`config.mk`:
```
export PLATFORM = sky130hd
export DESIGN_NAME = acc_top
export DESIGN_NICKNAME = d
export VERILOG_FILES = /design/src/verilog/acc_pkg.sv /design/src/verilog/acc_sync.sv /design/src/verilog/acc_top.sv
export VERILOG_INCLUDE_DIRS = /design/src /design/src/verilog
export SDC_FILE = /design/constraint.sdc
export NUM_CORES = 1
export LEC_CHECK = 0
export BUFFER_PORTS_ARGS = -buffer_cell sky130_fd_sc_hd__buf_2
export CAP_MARGIN = 40
export CELL_PAD_IN_SITES_DETAIL_PLACEMENT = 0
export CELL_PAD_IN_SITES_GLOBAL_PLACEMENT = 1
export CORE_ASPECT_RATIO = 1.25
export CORE_MARGIN = 8
export CORE_UTILIZATION = 32
export CTS_CLUSTER_DIAMETER = 80
export CTS_CLUSTER_SIZE = 16
export DETAILED_ROUTE_END_ITERATION = 6
export PLACE_DENSITY = 0.77
export SLEW_MARGIN = 30
export SYNTH_ARGS = -nofsm -noshare
export SYNTH_HDL_FRONTEND = slang
export SYNTH_HIERARCHICAL = 1
export SYNTH_SLANG_ARGS = --single-unit
export TNS_END_PERCENT = 50
```
`constraint.sdc`:
```
create_clock -name core_clk -period 1.3 [get_ports core_clk]
set_input_delay 0.26 -clock core_clk [delete_from_list [all_inputs] [get_ports core_clk]]
set_output_delay 0.26 -clock core_clk [all_outputs]
set_load 0.03 [all_outputs]
```
`src/verilog/acc_params.svh`:
```
`ifndef ACC_PARAMS_SVH
`define ACC_PARAMS_SVH

// Register addresses on the special function register bus.
`define ACC_ADDR_CTRL 8'h9b
`define ACC_ADDR_MODE 8'h9d
`define ACC_ADDR_MUX 8'h9f

// Control register fields.
`define ACC_CTRL_EN_BIT 7
`define ACC_CTRL_OUT_BIT 6
`define ACC_CTRL_RISE_BIT 5
`define ACC_CTRL_FALL_BIT 4
`define ACC_CTRL_HYP_HI 3
`define ACC_CTRL_HYP_LO 2
`define ACC_CTRL_HYN_HI 1
`define ACC_CTRL_HYN_LO 0

// Mode register fields.
`define ACC_MODE_RISE_IE_BIT 5
`define ACC_MODE_FALL_IE_BIT 4
`define ACC_MODE_RESP_HI 1
`define ACC_MODE_RESP_LO 0

// Input select register fields.
`define ACC_MUX_NEG_HI 7
`define ACC_MUX_NEG_LO 4
`define ACC_MUX_POS_HI 3
`define ACC_MUX_POS_LO 0

// Reset values.
`define ACC_CTRL_RESET 8'h00
`define ACC_MODE_RESET 8'h00
`define ACC_MUX_RESET 8'hff

// Synchroniser depth.
`define ACC_SYNC_STAGES 2

`endif

```
`src/verilog/acc_pkg.sv`:
```
package acc_pkg;

  typedef enum logic [1:0] {
    ACC_HYST_OFF = 2'h0,
    ACC_HYST_5MV = 2'h1,
    ACC_HYST_10MV = 2'h2,
    ACC_HYST_20MV = 2'h3
  } acc_hyst_t;

  typedef logic [7:0] acc_byte_t;

endpackage

```
`src/verilog/acc_sync.sv`:
```
`timescale 1ns/1ps
`include "acc_params.svh"

module acc_sync
(
  // Clock and reset.
  input wire logic core_clk,
  input wire logic srst,
  // Raw level from the analog core and the enable that gates it.
  input wire logic async_in,
  input wire logic enable,
  // Gated synchronised level and one-cycle edge pulses.
  output logic sync_out,
  output logic rise_pulse,
  output logic fall_pulse
);

  logic [`ACC_SYNC_STAGES-1:0] stage_reg;
  logic [`ACC_SYNC_STAGES-1:0] stage_next;
  logic gated_reg;
  logic gated_next;

  // The first stage feeds only the second; nothing else looks at it.
  always_comb
  begin
    stage_next = {stage_reg[`ACC_SYNC_STAGES-2:0], async_in};
    gated_next = stage_reg[`ACC_SYNC_STAGES-1] & enable;
  end

  always_ff @(posedge core_clk)
  begin
    if (srst)
    begin
      stage_reg <= '0;
      gated_reg <= 1'b0;
    end
    else
    begin
      stage_reg <= stage_next;
      gated_reg <= gated_next;
    end
  end

  // Edges are taken on the gated level, so enabling can flag a spurious edge.
  assign sync_out = gated_reg;
  assign rise_pulse = gated_next & ~gated_reg;
  assign fall_pulse = ~gated_next & gated_reg;

endmodule

```
`src/verilog/acc_top.sv`:
```
`timescale 1ns/1ps
`include "acc_params.svh"


module acc_top
#(
  parameter int POS_SEL_W = 4,
  parameter int NEG_SEL_W = 4,
  parameter int RESP_W = 2
)
(
  // Clock and reset.
  input wire logic core_clk,
  input wire logic srst,
  // Special function register bus.
  input wire logic [7:0] sfr_addr,
  input wire logic [7:0] sfr_wdata,
  input wire logic sfr_wr,
  input wire logic sfr_rd,
  output logic [7:0] sfr_rdata,
  // Analog comparator core.
  input wire logic cmp_raw,
  output logic cmp_enable,
  output acc_pkg::acc_hyst_t pos_hysteresis_sel,
  output acc_pkg::acc_hyst_t neg_hysteresis_sel,
  output logic [RESP_W-1:0] response_mode,
  output logic [POS_SEL_W-1:0] pos_input_sel,
  output logic [NEG_SEL_W-1:0] neg_input_sel,
  // Pin crossbar, interrupt and reset controller.
  output logic sync_cmp_out,
  output logic raw_cmp_out,
  output logic cmp_irq,
  output logic cmp_reset_src
);

  // Address decode, shared by the write and read paths.
  function automatic logic [2:0] acc_decode(input logic [7:0] addr);
    logic [2:0] sel;
    sel = 3'h0;
    if (addr == `ACC_ADDR_CTRL)
    begin
      sel = 3'h1;
    end
    else if (addr == `ACC_ADDR_MODE)
    begin
      sel = 3'h2;
    end
    else if (addr == `ACC_ADDR_MUX)
    begin
      sel = 3'h4;
    end
    return sel;
  endfunction

  logic [2:0] wr_sel;
  logic [2:0] rd_sel;

  // Control register state.
  logic enable_reg;
  logic enable_next;
  logic rise_flag_reg;
  logic rise_flag_next;
  logic fall_flag_reg;
  logic fall_flag_next;
  logic [1:0] hyp_reg;
  logic [1:0] hyp_next;
  logic [1:0] hyn_reg;
  logic [1:0] hyn_next;

  // Mode and input select state.
  logic [7:0] mode_reg;
  logic [7:0] mode_next;
  logic [7:0] mux_reg;
  logic [7:0] mux_next;

  // Registered outputs.
  logic [7:0] rdata_reg;
  logic [7:0] rdata_next;
  logic irq_reg;
  logic irq_next;

  logic sync_level;
  logic rise_pulse;
  logic fall_pulse;
  logic [7:0] ctrl_view;

  acc_sync u_sync
  (
    .core_clk(core_clk),
    .srst(srst),
    .async_in(cmp_raw),
    .enable(enable_reg),
    .sync_out(sync_level),
    .rise_pulse(rise_pulse),
    .fall_pulse(fall_pulse)
  );

  assign wr_sel = sfr_wr ? acc_decode(sfr_addr) : 3'h0;
  assign rd_sel = sfr_rd ? acc_decode(sfr_addr) : 3'h0;

  always_comb
  begin
    enable_next = enable_reg;
    hyp_next = hyp_reg;
    hyn_next = hyn_reg;
    rise_flag_next = rise_flag_reg;
    fall_flag_next = fall_flag_reg;
    if (wr_sel[0])
    begin
      enable_next = sfr_wdata[`ACC_CTRL_EN_BIT];
      hyp_next = sfr_wdata[`ACC_CTRL_HYP_HI:`ACC_CTRL_HYP_LO];
      hyn_next = sfr_wdata[`ACC_CTRL_HYN_HI:`ACC_CTRL_HYN_LO];
      rise_flag_next = sfr_wdata[`ACC_CTRL_RISE_BIT];
      fall_flag_next = sfr_wdata[`ACC_CTRL_FALL_BIT];
    end
    // A hardware edge in the same cycle as a clearing write still wins.
    if (rise_pulse)
    begin
      rise_flag_next = 1'b1;
    end
    if (fall_pulse)
    begin
      fall_flag_next = 1'b1;
    end
  end

  always_ff @(posedge core_clk)
  begin
    if (srst)
    begin
      enable_reg <= 1'(`ACC_CTRL_RESET >> `ACC_CTRL_EN_BIT);
      rise_flag_reg <= 1'b0;
      fall_flag_reg <= 1'b0;
      hyp_reg <= 2'h0;
      hyn_reg <= 2'h0;
    end
    else
    begin
      enable_reg <= enable_next;
      rise_flag_reg <= rise_flag_next;
      fall_flag_reg <= fall_flag_next;
      hyp_reg <= hyp_next;
      hyn_reg <= hyn_next;
    end
  end

  always_comb
  begin
    mode_next = mode_reg;
    mux_next = mux_reg;
    if (wr_sel[1])
    begin
      mode_next = sfr_wdata;
    end
    if (wr_sel[2])
    begin
      mux_next = sfr_wdata;
    end
  end

  always_ff @(posedge core_clk)
  begin
    if (srst)
    begin
      mode_reg <= `ACC_MODE_RESET;
      mux_reg <= `ACC_MUX_RESET;
    end
    else
    begin
      mode_reg <= mode_next;
      mux_reg <= mux_next;
    end
  end

  // Bit 6 is taken from the synchroniser; writes never reach it.
  always_comb
  begin
    ctrl_view = {enable_reg, sync_level, rise_flag_reg, fall_flag_reg,
                 hyp_reg, hyn_reg};
    rdata_next = 8'h00;
    if (rd_sel[0])
    begin
      rdata_next = ctrl_view;
    end
    else if (rd_sel[1])
    begin
      rdata_next = {2'h0, mode_reg[`ACC_MODE_RISE_IE_BIT:`ACC_MODE_FALL_IE_BIT], 2'h0,
                    mode_reg[`ACC_MODE_RESP_HI:`ACC_MODE_RESP_LO]};
    end
    else if (rd_sel[2])
    begin
      rdata_next = mux_reg;
    end
    irq_next = (rise_flag_next & mode_next[`ACC_MODE_RISE_IE_BIT])
      | (fall_flag_next & mode_next[`ACC_MODE_FALL_IE_BIT]);
  end

  always_ff @(posedge core_clk)
  begin
    if (srst)
    begin
      rdata_reg <= 8'h00;
      irq_reg <= 1'b0;
    end
    else
    begin
      rdata_reg <= rdata_next;
      irq_reg <= irq_next;
    end
  end

  assign sfr_rdata = rdata_reg;
  assign cmp_irq = irq_reg;
  assign cmp_enable = enable_reg;
  assign pos_hysteresis_sel = acc_pkg::acc_hyst_t'(hyp_reg);
  assign neg_hysteresis_sel = acc_pkg::acc_hyst_t'(hyn_reg);
  assign response_mode = RESP_W'(mode_reg[`ACC_MODE_RESP_HI:`ACC_MODE_RESP_LO]);
  assign pos_input_sel = POS_SEL_W'(mux_reg[`ACC_MUX_POS_HI:`ACC_MUX_POS_LO]);
  assign neg_input_sel = NEG_SEL_W'(mux_reg[`ACC_MUX_NEG_HI:`ACC_MUX_NEG_LO]);
  assign sync_cmp_out = sync_level;
  // The raw path has no flop so it keeps working while the clock is stopped.
  assign raw_cmp_out = cmp_raw & enable_reg;
  assign cmp_reset_src = sync_level;

endmodule

```
-- After elaboration in Yosys (flattened, before gate mapping)
Cells that the tools add are included.
- bits in registers: 33
- input port bits: 21
- output and inout bits: 27
- logic and storage cells: 37
- equality and inequality tests: 3
- mux-type cells: 13
- bitwise logic cells: 9
- operator list (kind ; count):
    8-bit equality test (second input constant) ; 3
    8-bit 2-to-1 mux ; 3
    3-bit 2-to-1 mux ; 5
    1-bit bitwise AND ; 6
    6-bit 2-to-1 mux ; 1
    1-bit 2-to-1 mux ; 4
    1-bit inverter ; 2
    1-bit bitwise OR ; 1

-- Longest topological paths before layout
Gate-level depths: netlist of run 1.
- word-level depth: 9
- gate-level depth with buffers: 5
- mapped depth without buffers: 5

-- Cells and area by module
The synthesis of run 1 kept the hierarchy.
- by module, submodules not included (module ; times used ; cells each ; area an instance (µm²) ; seq. area each (µm²)):
    acc_top ; 1 ; 118 ; 1218.7 ; 560.5
    acc_sync ; 1 ; 8 ; 97.6 ; 60.1

-- Worst setup path before layout of run 1
OpenSTA, ideal clock, no wires.
- path type: reg-to-reg
- start point: register enable_reg, in the netlist cmp_enable
- end point: register irq_reg, in the netlist cmp_irq
- library setup time: 0.131 ns
- arrival: 1.260 ns
- data required time: 1.169 ns
- slack: -0.091 ns
- cell stages (with the launch flop): 6
- path buffers: 0
- period minus slack after synthesis: 1.391 ns
- path through: dfxtp_1 -> a21boi_0 -> nor4b_1 -> a31oi_1 -> o31ai_1 -> o22ai_1
- longest elaborated chain between the ends: 6
- elaborated cells between the ends (all ways): 9
- those cells by class: mux (2); bitwise (7)
- ends and longest elaborated chain (what ; line ; text):
    start: declaration ; acc_top.sv:59 ; logic enable_reg;
    start signal: assignment ; acc_top.sv:131 ; enable_reg <= 1'(`ACC_CTRL_RESET >> `ACC_CTRL_EN_BIT);
    start signal: assignment ; acc_top.sv:139 ; enable_reg <= enable_next;
    1-bit bitwise AND ; acc_sync.sv:27 ; gated_next = stage_reg[`ACC_SYNC_STAGES-1] & enable;
    1-bit inverter ; acc_sync.sv:47 ; assign fall_pulse = ~gated_next & gated_reg;
    1-bit bitwise AND ; acc_sync.sv:47 ;
    via fall_pulse ; acc_top.sv:84 ; logic fall_pulse;
    1-bit 2-to-1 mux ; acc_top.sv:121 ; if (fall_pulse)
    1-bit bitwise AND ; acc_top.sv:195 ; | (fall_flag_next & mode_next[`ACC_MODE_FALL_IE_BIT]);
    1-bit bitwise OR ; acc_top.sv:194 ; irq_next = (rise_flag_next & mode_next[`ACC_MODE_RISE_IE_BIT])
    end signal: assignment ; acc_top.sv:208 ; irq_reg <= irq_next;
    end: declaration ; acc_top.sv:79 ; logic irq_reg;
The timed path passes the listed nets, and every way through them passes these cells.
A chain may end at the register's enable or synchronous reset.

-- Final worst setup path of run 1
Same ends and word-level chain as after synthesis.

==> results.md, run 1 <==
* Status: finished clean
* Tightest Pin Transition at about 0.33 ns
* GRT overflow at 0
* Synth Warn # at 6
* Port buffer count at between 40 and 50
* Worst Path Arrival at 1.42 ns
* Sequential area share after synthesis at 0.471
* Setup Slack @ Placement at -0.136 ns
* Peak supply drop at about 0.54 mV
* Clock buffer depth at 2
* Max-Cap Viols at 0
* Global-route wire length before repair at 5.70 mm
* Number of diodes at 0
* Final Cell Area at about 1800 sq um
* DP Cell Count at about 230
* Data required, critical path at 1.46 ns
* PwrDens at 1130 nW/um^2
* Syn Inst Count at 126
* Final worst setup slack at 0.0325 ns
* Combinational group share of total power at 0.066
* Sw Share at 0.208
* Sequential Power Share at 0.463
* Global placement routability congestion at slightly below 0.8
* Met3 routed WL at between 200 and 300 um
* Sw Pwr at between 400 and 500 uW
* Pins Over Slew Limit at 0
* DRC Markers at 0
* Highest routed layer: met4
* Routed WL at 3.62 mm
* Vias in the first global route at 1,255
* Final setup vio count at 0
* Post-Syn Nets at ~150
* H-tree depth at 2
* Ys async rst share at 0
* Post-synth EDFFs at 0
* Core area at 4030 sq um
* Die area at 6430 sq um
* Num CTS Buffers at 5
* Critical path class: register to register
* # rows at 26
* Clock skew at 0.00414 ns
* Initial antenna violation count at 0
* Final #Nets at 206
* DR iter-0 viols at 79
* Top_reg_cell synth: dfxtp_1
* Met2 WL post-DR at 1.96 mm
* FF-to-FF setup slack at 0.03 ns
* DR vias at 1,157
* Chip width at approximately 73 um
* CTS Hold Buffers Added at 0
* Layout cell share with drive strength beyond 1 at 0.462
* Number of synthesized register bits at 31
* Crit path capture type: register
* Number of top-level pins at 48
* RSZ-0062 raised after global routing: yes
* Cell Int Power at 1.64 mW
* Via-per-instance ratio at 4.78
* Clock power frac at 0.471
* Non-Filler Instances at ~240
* CP Max Fanout at 3
* Total GRT Usage at 0.117
* Relative slew slack at 0.778
* CP Launch Type: register
* Worst hold path class: primary input to register
* DP Area at ~1700 sq um
* Final hold violations at 0
* Post-detail-place hpwl at approximately 2.8 mm
* Fin crit share at 0.975
* Largest net degree at the start of global routing at 17
* Antenna-violating nets left at 0
* Minimum clock period at 1.27 ns
* Clk Latency, worst-skew pair at 0.28 ns
* DRT Pass-1 Iters at 4
* Reg clk slew, reported paths at roughly 0.060 ns
* Area growth syn-to-layout at 39.0%
* WL met1 at 1.30 mm
* LEAKAGE at 0.841 nW
* Sink Count at 31
* Mapped Area at ~1300 sq um
* Synth cell types at 30
* Highest clock rate at 789 MHz
* CTS tree: done
* Initial Util at 0.326
* DR WL/cell at about 15 um
* CTS root buf: clkbuf_8
* Average cell area after synthesis at 10.4 sq um
* Vert. Die Dim at 87.7 um
## per-layer routing
metal	track usage	vias to the layer above
met1	0.102	551
li1	-	565
met4	0.0747	0
met3	0.0481	4
met2	0.216	37
met5	0	-
## path summary, 6_finish.rpt
check,endpoint,cells past startpoint,startpoint
setup / recovery,cmp_irq$_SDFF_PP0_,6,cmp_enable$_SDFFE_PP0P_
hold / removal,mux_reg[6]$_SDFFE_PP1P_,2,sfr_wdata[6]
setup reg to reg,cmp_irq$_SDFF_PP0_,6,cmp_enable$_SDFFE_PP0P_
hold reg to reg,u_sync/stage_reg[1]$_SDFF_PP0_,1,u_sync/stage_reg[0]$_SDFF_PP0_
## what timing repair did
item,in CTS,in global routing
resized for setup,4,4
endpoints found under the setup margin,2,3
gates cloned,0,0
setup buffers,0,1
## kinds of logic (layout without fill, tap and decap cells)
kind of cell,after synthesis,in the layout,share of synthesized area
AND/OR/NAND/NOR,54,54,0.280
flip-flops,31,31,0.471
AO/OA/AOI/OAI,18,18,0.106
multiplexers,13,13,0.0989
buffers and inverters,10,70,0.0437
## worst max-delay path: stages, from the launching register on
cell and delay (ns):
dfxtp_2 0.35, buf_4 0.11, a21boi_2 0.06, nor4b_2 0.27, a31oi_1 0.13, o31ai_1 0.11, o22ai_1 0.12
## cell type report
class	instances	area, sq um
clock inverter	2	35.0
inverter	3	11.3
sequential	31	623
tap	56	70.1
multi-input combinational	85	659
timing repair buffer	59	348
clock buffer	6	82.6
fill	398	2200
## layout by cell type (no fill, tap or decap), types with 3 or more instances in the layout
cell,n
buf_2,46
dfxtp_1,29
nor2_1,21
mux2i_1,13
nor2b_1,10
buf_4,10
a211o_2,6
clkbuf_8,6
a21oi_1,4
nor4b_1,4
inv_1,3
## per-stage QoR
stage | total power, mW | TNS (ns) | hold WS (ns) | utilization
floorplan | 1.03 | -0.237 | 0.332 | -
global placement | 1.11 | -1.77 | 0.436 | 0.415
detailed placement | 1.11 | -2.25 | 0.433 | 0.415
CTS | 2.08 | 0 | 0.173 | 0.447
global route | 2.13 | -0.00414 | 0.172 | 0.453
finish | 2.07 | 0 | 0.183 | 0.453
## cells in the mapped netlist (2+ instances only)
cell type  number  share of area
o31ai_1         2          0.011
a21oi_1         4          0.015
a211o_1         2          0.013
buf_4           3          0.017
a31oi_1         2         0.0095
nor2b_1        10          0.048
and3b_1         2          0.013
inv_1           3         0.0086
clkbuf_1        2         0.0057
nand4b_1        2          0.013
dfxtp_1        31           0.47
nand2_1         2         0.0057
mux2i_1        13          0.099
nor4b_1         6          0.040
and2_1          2         0.0095
a211o_2         6          0.046
nor2_1         21          0.060
## power groups by stage
stage / sequential (mW) / clock (mW) / combinational [mW]
after floorplan: 0.979 / 0 / 0.0539
after global placement: 0.977 / 0 / 0.128
after detailed placement: 0.977 / 0 / 0.131
after CTS: 0.956 / 0.995 / 0.133
after global routing: 0.956 / 1.03 / 0.146
final: 0.956 / 0.974 / 0.135
(Power assumes the default switching activity.)
==> run 2, diff against run 1 <==
--- a/config.mk
+++ b/config.mk
@@ -8,3 +8,2 @@
 export LEC_CHECK = 0
-export BUFFER_PORTS_ARGS = -buffer_cell sky130_fd_sc_hd__buf_2
 export CAP_MARGIN = 40
@@ -14,3 +13,3 @@
 export CORE_MARGIN = 8
-export CORE_UTILIZATION = 32
+export CORE_UTILIZATION = 40
 export CTS_CLUSTER_DIAMETER = 80
@@ -18,3 +17,4 @@
 export DETAILED_ROUTE_END_ITERATION = 6
-export PLACE_DENSITY = 0.77
+export DONT_BUFFER_PORTS = 1
+export PLACE_DENSITY = 0.76
 export SLEW_MARGIN = 30
@@ -22,3 +22,2 @@
 export SYNTH_HDL_FRONTEND = slang
-export SYNTH_HIERARCHICAL = 1
 export SYNTH_SLANG_ARGS = --single-unit
==> constraint.sdc (replaced) <==
create_clock -name core_clk -period 1.3 [get_ports core_clk]
set_input_delay 0 -clock core_clk [delete_from_list [all_inputs] [get_ports core_clk]]
set_output_delay 0 -clock core_clk [all_outputs]
set_load 0.03 [all_outputs]
==> run 2 against run 1 <==
- worst hold slack worse by 0.17 ns
- worst setup slack better by 0.020 ns
- sequential power about the same
- clock skew down 0.00099 ns
- non-clock buffer count down 21
- largest cell class is now sequential cells
- highest routed layer unchanged
==> results.md, run 2 <==
* Hold path cells at 3 (+1)
* Count leader, synth: dfxtp_1
* DR iter-0 viols at 32 (-59%)
* DR WL/cell at 17.4 um (+17%)
* DRT Pass-1 Iters at 4 (unchanged)
* RSZ-0062 raised after global routing: no
* PwrDens at 1070 nW/um^2 (-4.8%)
* Initial Util at 0.406 (+0.0802)
* Post-Syn Nets at 152 (+3.4%)
* Worst Setup SP: srst
* Sink Count at 31 (unchanged)
* Post-detail-place hpwl at 2.59 mm (-7.0%)
* Worst Path Arrival at 1.43 ns (about the same)
* Area growth syn-to-layout at 36.4%
* Num CTS Buffers at 5 (unchanged)
* Crit path capture type: register
* Clk Latency, worst-skew pair at 0.28 ns (about the same)
* Synth cell types at 27 (-10%)
* Final hold slack at 0.0133 ns (-0.170 ns)
* CP max stage cell: dlygate4sd3_1
* Status: finished clean
* Worst Setup EP: sfr_rdata[1]$_SDFF_PP0_
* Number of top-level pins at 48 (unchanged)
* DR vias at 1,065 (-8.0%)
* Area contributors post-synth: dfxtp_1 (49%), mux2i_1 (16%), nor2_1 (6.5%)
* Fin crit share at 0.959 (-0.0157)
* # Post-CTS Setup Buffers at 0 (unchanged)
* Largest family of logic cells by synthesized area: simple AND/OR/NAND/NOR gates
* Commonest non-fill, non-tap cells in the layout: dfxtp_1 (30), nor2_1 (22), mux2i_1 (20)
* Global-route wire length before repair at 5.82 mm (+2.1%)
* Post-synth top area cell: dfxtp_1
* CTS tree: done
* Minimum clock period at 1.25 ns (-0.0204 ns)
* Pins Over Slew Limit at 0 (unchanged)
* Syn Inst Count at 131 (+4.0%)
* Via-per-instance ratio at 5.14 (+7.6%)
* Crit path depth at 3 (-3)
* Synth Area in XOR/XNOR at 0 (unchanged)
* DRC Markers at 0 (unchanged)
* Global placement routability congestion at 0.766 (-3.7%)
* CP top delay family: simple AND/OR/NAND/NOR gates
* Worst path bufs/invs at 1 (unchanged)
* Core area at 3140 sq um (-22%)
* Ys async rst share at 0 (unchanged)
* Highest clock rate at 802 MHz (+1.6%)
* Post-synthesis compound-gate area fraction at 0.0451 (-0.0604)
* Port buffer count at 0 (-100%)
* FF-to-FF setup slack at 0.10 ns (+0.07 ns)
* Worst hold path class: primary input to register
* Synth cell count leaders: dfxtp_1 (31), nor2_1 (22), mux2i_1 (20), nand2_1 (12), a21oi_1 (5)
* FF-to-FF End: cmp_enable$_SDFFE_PP0P_
* Yosys top cell area share at 0.487 (+0.0153)
* Worst R2R Path Depth at 3 (-3)
* Synth Warn # at 0 (-6)
* LEAKAGE at 0.739 nW (-12%)
* Clock buffer depth at 2 (unchanged)
* CP cell instances: dlygate4sd3_1, or3_4, nor4_1
* Setup TNS at 0 ns (unchanged)
* Average cell area after synthesis at 9.73 sq um (-6.8%)
* Top_reg_cell synth: dfxtp_1
* Simple-gate share of the synthesized area at 0.257 (-0.0233)
* Commonest non-fill, non-tap cell in the layout: dfxtp_1
* Number of synthesized register bits at 31 (unchanged)
* CTS root buf: clkbuf_8
* Adder-cell share of the synthesized area at 0 (unchanged)
* Layout cell share with drive strength beyond 1 at 0.206 (-0.256)
* Filler cell count at 291 (-27%)
* Critical path class: primary input to register
* Largest net degree at the start of global routing at 11 (-6)
* Reg clk slew, reported paths at 0.06 ns (about the same)
* Routed WL at 3.61 mm (-0.30%)
* Tightest Pin Transition at 0.445 ns (+0.115 ns)
* Post-synth EDFFs at 0 (unchanged)
* Final hold violations at 0 (unchanged)
* Die area at 5260 sq um (-18%)
* Vert. Die Dim at 79.1 um (-9.8%)
* Post-synthesis mux area share at 0.166 (+0.0670)
* Antenna-violating nets left at 0 (unchanged)
* Mapped Area at 1270 sq um (-3.1%)
* Clock skew at 0.00316 ns (-0.000987 ns)
* Initial antenna violation count at 0 (unchanged)
* Vias in the first global route at 1,146 (-8.7%)
* Max incr delay on CP at 0.68 ns (+0.33 ns)
* H-tree depth at 2 (unchanged)
* Data required, critical path at 1.48 ns (+0.02 ns)
* Final setup vio count at 0 (unchanged)
* Max-Cap Viols at 0 (unchanged)
* CP Max Fanout at 10 (+7)
* GRT overflow at 0 (unchanged)
* Total GRT Usage at 0.145 (+0.0280)
* # rows at 23 (-12%)
* Sequential area share after synthesis at 0.487 (+0.0153)
* Final #Nets at 190 (-7.8%)
* Number of diodes at 0 (unchanged)
* Relative slew slack at 0.702 (-0.0756)
* Core Util, Final at 0.554 (+0.101)
* Reg-to-Reg Start: cmp_enable$_SDFFE_PP0P_
* Chip width at 66.5 um (-9.4%)
* Peak supply drop at 0.751 mV (+39%)
* CP Launch Type: primary input
## run 2: worst min-delay path by stage
| stage | endpoint | start |
|---|---|---|
| 2_1_floorplan | u_sync.stage_reg[0]$_SDFF_PP0_ | srst |
| 3_3_place_gp | u_sync.sync_out$_SDFF_PP0_ | srst |
| 3_5_place_dp | u_sync.sync_out$_SDFF_PP0_ | srst |
| 4_1_cts | sfr_rdata[5]$_SDFF_PP0_ | sfr_addr[1] |
| 5_1_grt | sfr_rdata[4]$_SDFF_PP0_ | sfr_addr[1] |
| 6_report | sfr_rdata[4]$_SDFF_PP0_ | sfr_addr[1] |
## run 2: routing by layer
layer / up-vias / track usage / routed length, um
met2: 42 / 0.247 / 1870
met5: - / 0 / 0
met4: 0 / 0.0578 / 50
met1: 491 / 0.152 / 1360
li1: 526 / - / -
met3: 6 / 0.0647 / 326
## run 2: repair_timing
action,in CTS,in global routing
hold buffers,19,0
setup endpoints to repair,0,6
hold endpoints to repair,30,0
resized for setup,0,4
## run 2: where the power goes
group | leakage, nW | switching [mW] | total (mW) | internal [mW]
combinational | 0.436 | 0.0466 | 0.0978 | 0.0512
clock | 0.0515 | 0.333 | 0.815 | 0.482
sequential | 0.251 | 0.00240 | 0.956 | 0.954
## run 2: metrics by stage
step / cells / cell area (sq um) / setup slack, ns / total power [mW]
3_5_place_dp: 180 / 1440 / 0.0577 / 1.02
5_1_grt: 207 / 1740 / 0.00258 / 1.95
6_report: 207 / 1740 / 0.0529 / 1.87
4_1_cts: 207 / 1730 / 0.000197 / 1.89
2_1_floorplan: 131 / 1280 / 0.103 / 1.03
3_3_place_gp: 180 / 1440 / 0.116 / 1.02
## run 2: cells by family after synthesis
logic type             count (synthesis)
AO/OA/AOI/OAI                         10
multiplexers                          21
AND/OR/NAND/NOR                       58
flip-flops                            31
buffers and inverters                 11
## run 2: cell type report
type,instances,area [sq um],area share
Tap cell,37,46.3,0.0266
Sequential cell,31,622,0.358
Timing Repair Buffer,38,348,0.200
Inverter,4,15.0,0.00863
Clock buffer,8,100,0.0576
Multi-Input combinational cell,89,608,0.350
## run 2: tightest hold or removal path, stage by stage
cell and delay [ns]:
nand2_2 0.08, nor2_1 0.11, nor4_1 0.06
==> run 3, diff against run 2 <==
Settings changed: CORE_ASPECT_RATIO 1.25 to 1.2.
==> run 3 against run 2 <==
- the flow now finishes with violations (hold timing)
- critical path type is now register to register
- first-iteration DRC count rose by 100%
- core utilization rose by 3.6 points
- combinational power rose by 11%
- worst hold slack got worse by 0.058 ns
- final cell count rose by 5.8%
- final area rose by 3.7%
- largest power group unchanged
- worst setup slack got worse by 0.043 ns
- non-clock buffer count rose by 13
- clock skew rose by 0.0044 ns
==> results.md, run 3 (synthesis gave the netlist of run 2 again) <==
* Status: finished with violations
* Failing checks: hold timing
* Setup Slack @ Placement at 0.0282 ns (-0.0295 ns)
* DP Cell Count at 180 (unchanged)
* Commonest non-fill, non-tap cell in the layout: dfxtp_1
* Via-per-instance ratio at 5.20 (+1.0%)
* DRT Pass-1 Iters at 4 (unchanged)
* Largest net degree at the start of global routing at 12 (+1)
* CP Max Fanout at 3 (-7)
* Number of diodes at 0 (unchanged)
* Final Cell Area at 1800 sq um (+3.7%)
* CP Launch Type: register
* LEAKAGE at 0.763 nW (+3.3%)
* Layout cell share with drive strength beyond 1 at 0.224 (+0.0182)
* PwrDens at 950 nW/um^2 (-12%)
* Core Util, Final at 0.590 (+0.0356)
* DR WL/cell at 17.1 um (-1.9%)
* DR iter-0 viols at 64 (+100%)
* Critical path class: register to register
* Non-Filler Instances at 219 (+5.8%)
* # rows at 22 (-4.3%)
* Data required, critical path at 1.55 ns (+0.07 ns)
* Worst R2R Path Depth at 4 (+1)
* DRC Markers at 0 (unchanged)
* Minimum clock period at 1.29 ns (+0.0435 ns)
* Global-route wire length before repair at 6.02 mm (+3.4%)
* Peak supply drop at 0.752 mV (about the same)
* Chip width at 67.5 um (+1.6%)
* Vias in the first global route at 1,236 (+7.9%)
* DR vias at 1,138 (+6.9%)
* DP Area at 1430 sq um (-0.44%)
* Post-detail-place hpwl at 2.53 mm (-2.3%)
* Initial antenna violation count at 0 (unchanged)
* Number of top-level pins at 48 (unchanged)
* Commonest non-fill, non-tap cells in the layout: dfxtp_1 (29), dlygate4sd3_1 (26), buf_4 (25)
* Tightest Pin Transition at 0.379 ns (-0.0661 ns)
* Area growth syn-to-layout at 41.4%
* Global placement routability congestion at 0.756 (-1.3%)
* Worst Path Arrival at 1.54 ns (+0.11 ns)
* Crit path capture type: register
* Final worst setup slack at 0.00937 ns (-0.0435 ns)
* H-tree depth at 2 (unchanged)
* Die area at 5260 sq um (about the same)
* Final hold slack at -0.0445 ns (-0.0578 ns)
* Highest clock rate at 775 MHz (-3.4%)
* Clock skew at 0.00760 ns (+0.00444 ns)
* Vert. Die Dim at 77.8 um (-1.6%)
* Total GRT Usage at 0.147 (+0.00204)
* Final setup vio count at 0 (unchanged)
* Routed WL at 3.74 mm (+3.7%)
* CP max stage cell: dfxtp_2
* Core area at 3060 sq um (-2.6%)
* Pins Over Slew Limit at 0 (unchanged)
* Overall power at 1.71 mW (-8.3%)
* Hold path cells at 3 (unchanged)
* Fin crit share at 0.993 (+0.0335)
* GRT overflow at 0 (unchanged)
* Filler cell count at 256 (-12%)
* FF-to-FF setup slack at 0.009 ns (-0.09 ns)
* CTS tree: done
* Final #Nets at 203 (+6.8%)
* Worst hold path class: primary input to register
* Clock buffer depth at 2 (unchanged)
* Seq. cell area at 623 sq um (+0.20%)
* Clk Latency, worst-skew pair at 0.34 ns (+0.06 ns)
* CTS root buf: clkbuf_4
* Initial Util at 0.417 (+0.0108)
* Max incr delay on CP at 0.35 ns (-0.33 ns)
* CP cell instances: a21boi_0, o21ai_0, mux2_2, o22ai_1
* Final hold violations at 1 (+1)
* Relative slew slack at 0.747 (+0.0451)
* Sink Count at 31 (unchanged)
* Port buffer count at 0 (unchanged)
* Multi-input gate area at 603 sq um (-0.82%)
* Max-Cap Viols at 0 (unchanged)
* Reg clk slew, reported paths at 0.10 ns (+0.04 ns)
* Antenna-violating nets left at 0 (unchanged)
* Num CTS Buffers at 5 (unchanged)
* Setup TNS at 0 ns (unchanged)
==> run 3: cell count changes in the layout (fill, tap and decap cells not counted), moves of 5 or more <==
cell           change
clkbuf_8           -5
dlygate4sd3_1      +8
clkbuf_4           +5
buf_4              +7
==> run 3: area by class of cell <==
type	count	area share
Sequential cell	31	0.346
Clock buffer	8	0.0382
Timing Repair Buffer	51	0.248
Inverter	4	0.00833
Tap cell	36	0.0250
Multi-Input combinational cell	89	0.334
==> run 3: final timing paths <==
kind                                                end                                from
worst max-delay path                 cmp_irq$_SDFF_PP0_          u_sync.sync_out$_SDFF_PP0_
worst min-delay path             mode_reg[4]$_SDFF_PP0_                         sfr_addr[1]
worst max register to register       cmp_irq$_SDFF_PP0_          u_sync.sync_out$_SDFF_PP0_
worst min register to register  sfr_rdata[1]$_SDFF_PP0_  neg_hysteresis_sel[1]$_SDFFE_PP0P_
==> run 3: what timing repair did <==
item	CTS	global route
setup buffers	0	5
hold buffers	27	1
gates resized for setup	0	2
setup endpoints to repair	0	5
hold endpoints to repair	30	2
==> run 3: report_power, final <==
part | switching (mW) | internal (mW)
logic | 0.0463 | 0.0631
clock network | 0.331 | 0.318
registers | 0.00252 | 0.953
==> run 3: metal layers <==
metal | wire, um | GRT usage
met4 | 46 | 0.0461
met2 | 1900 | 0.249
met1 | 1430 | 0.162
met5 | 0 | 0
met3 | 367 | 0.0589
==> run 3: worst max-delay path, delay by kind of cell (launching register included) <==
kind,cells,cell delay [ns]
compound gates,3,0.57
flops,1,0.35
mux,1,0.28
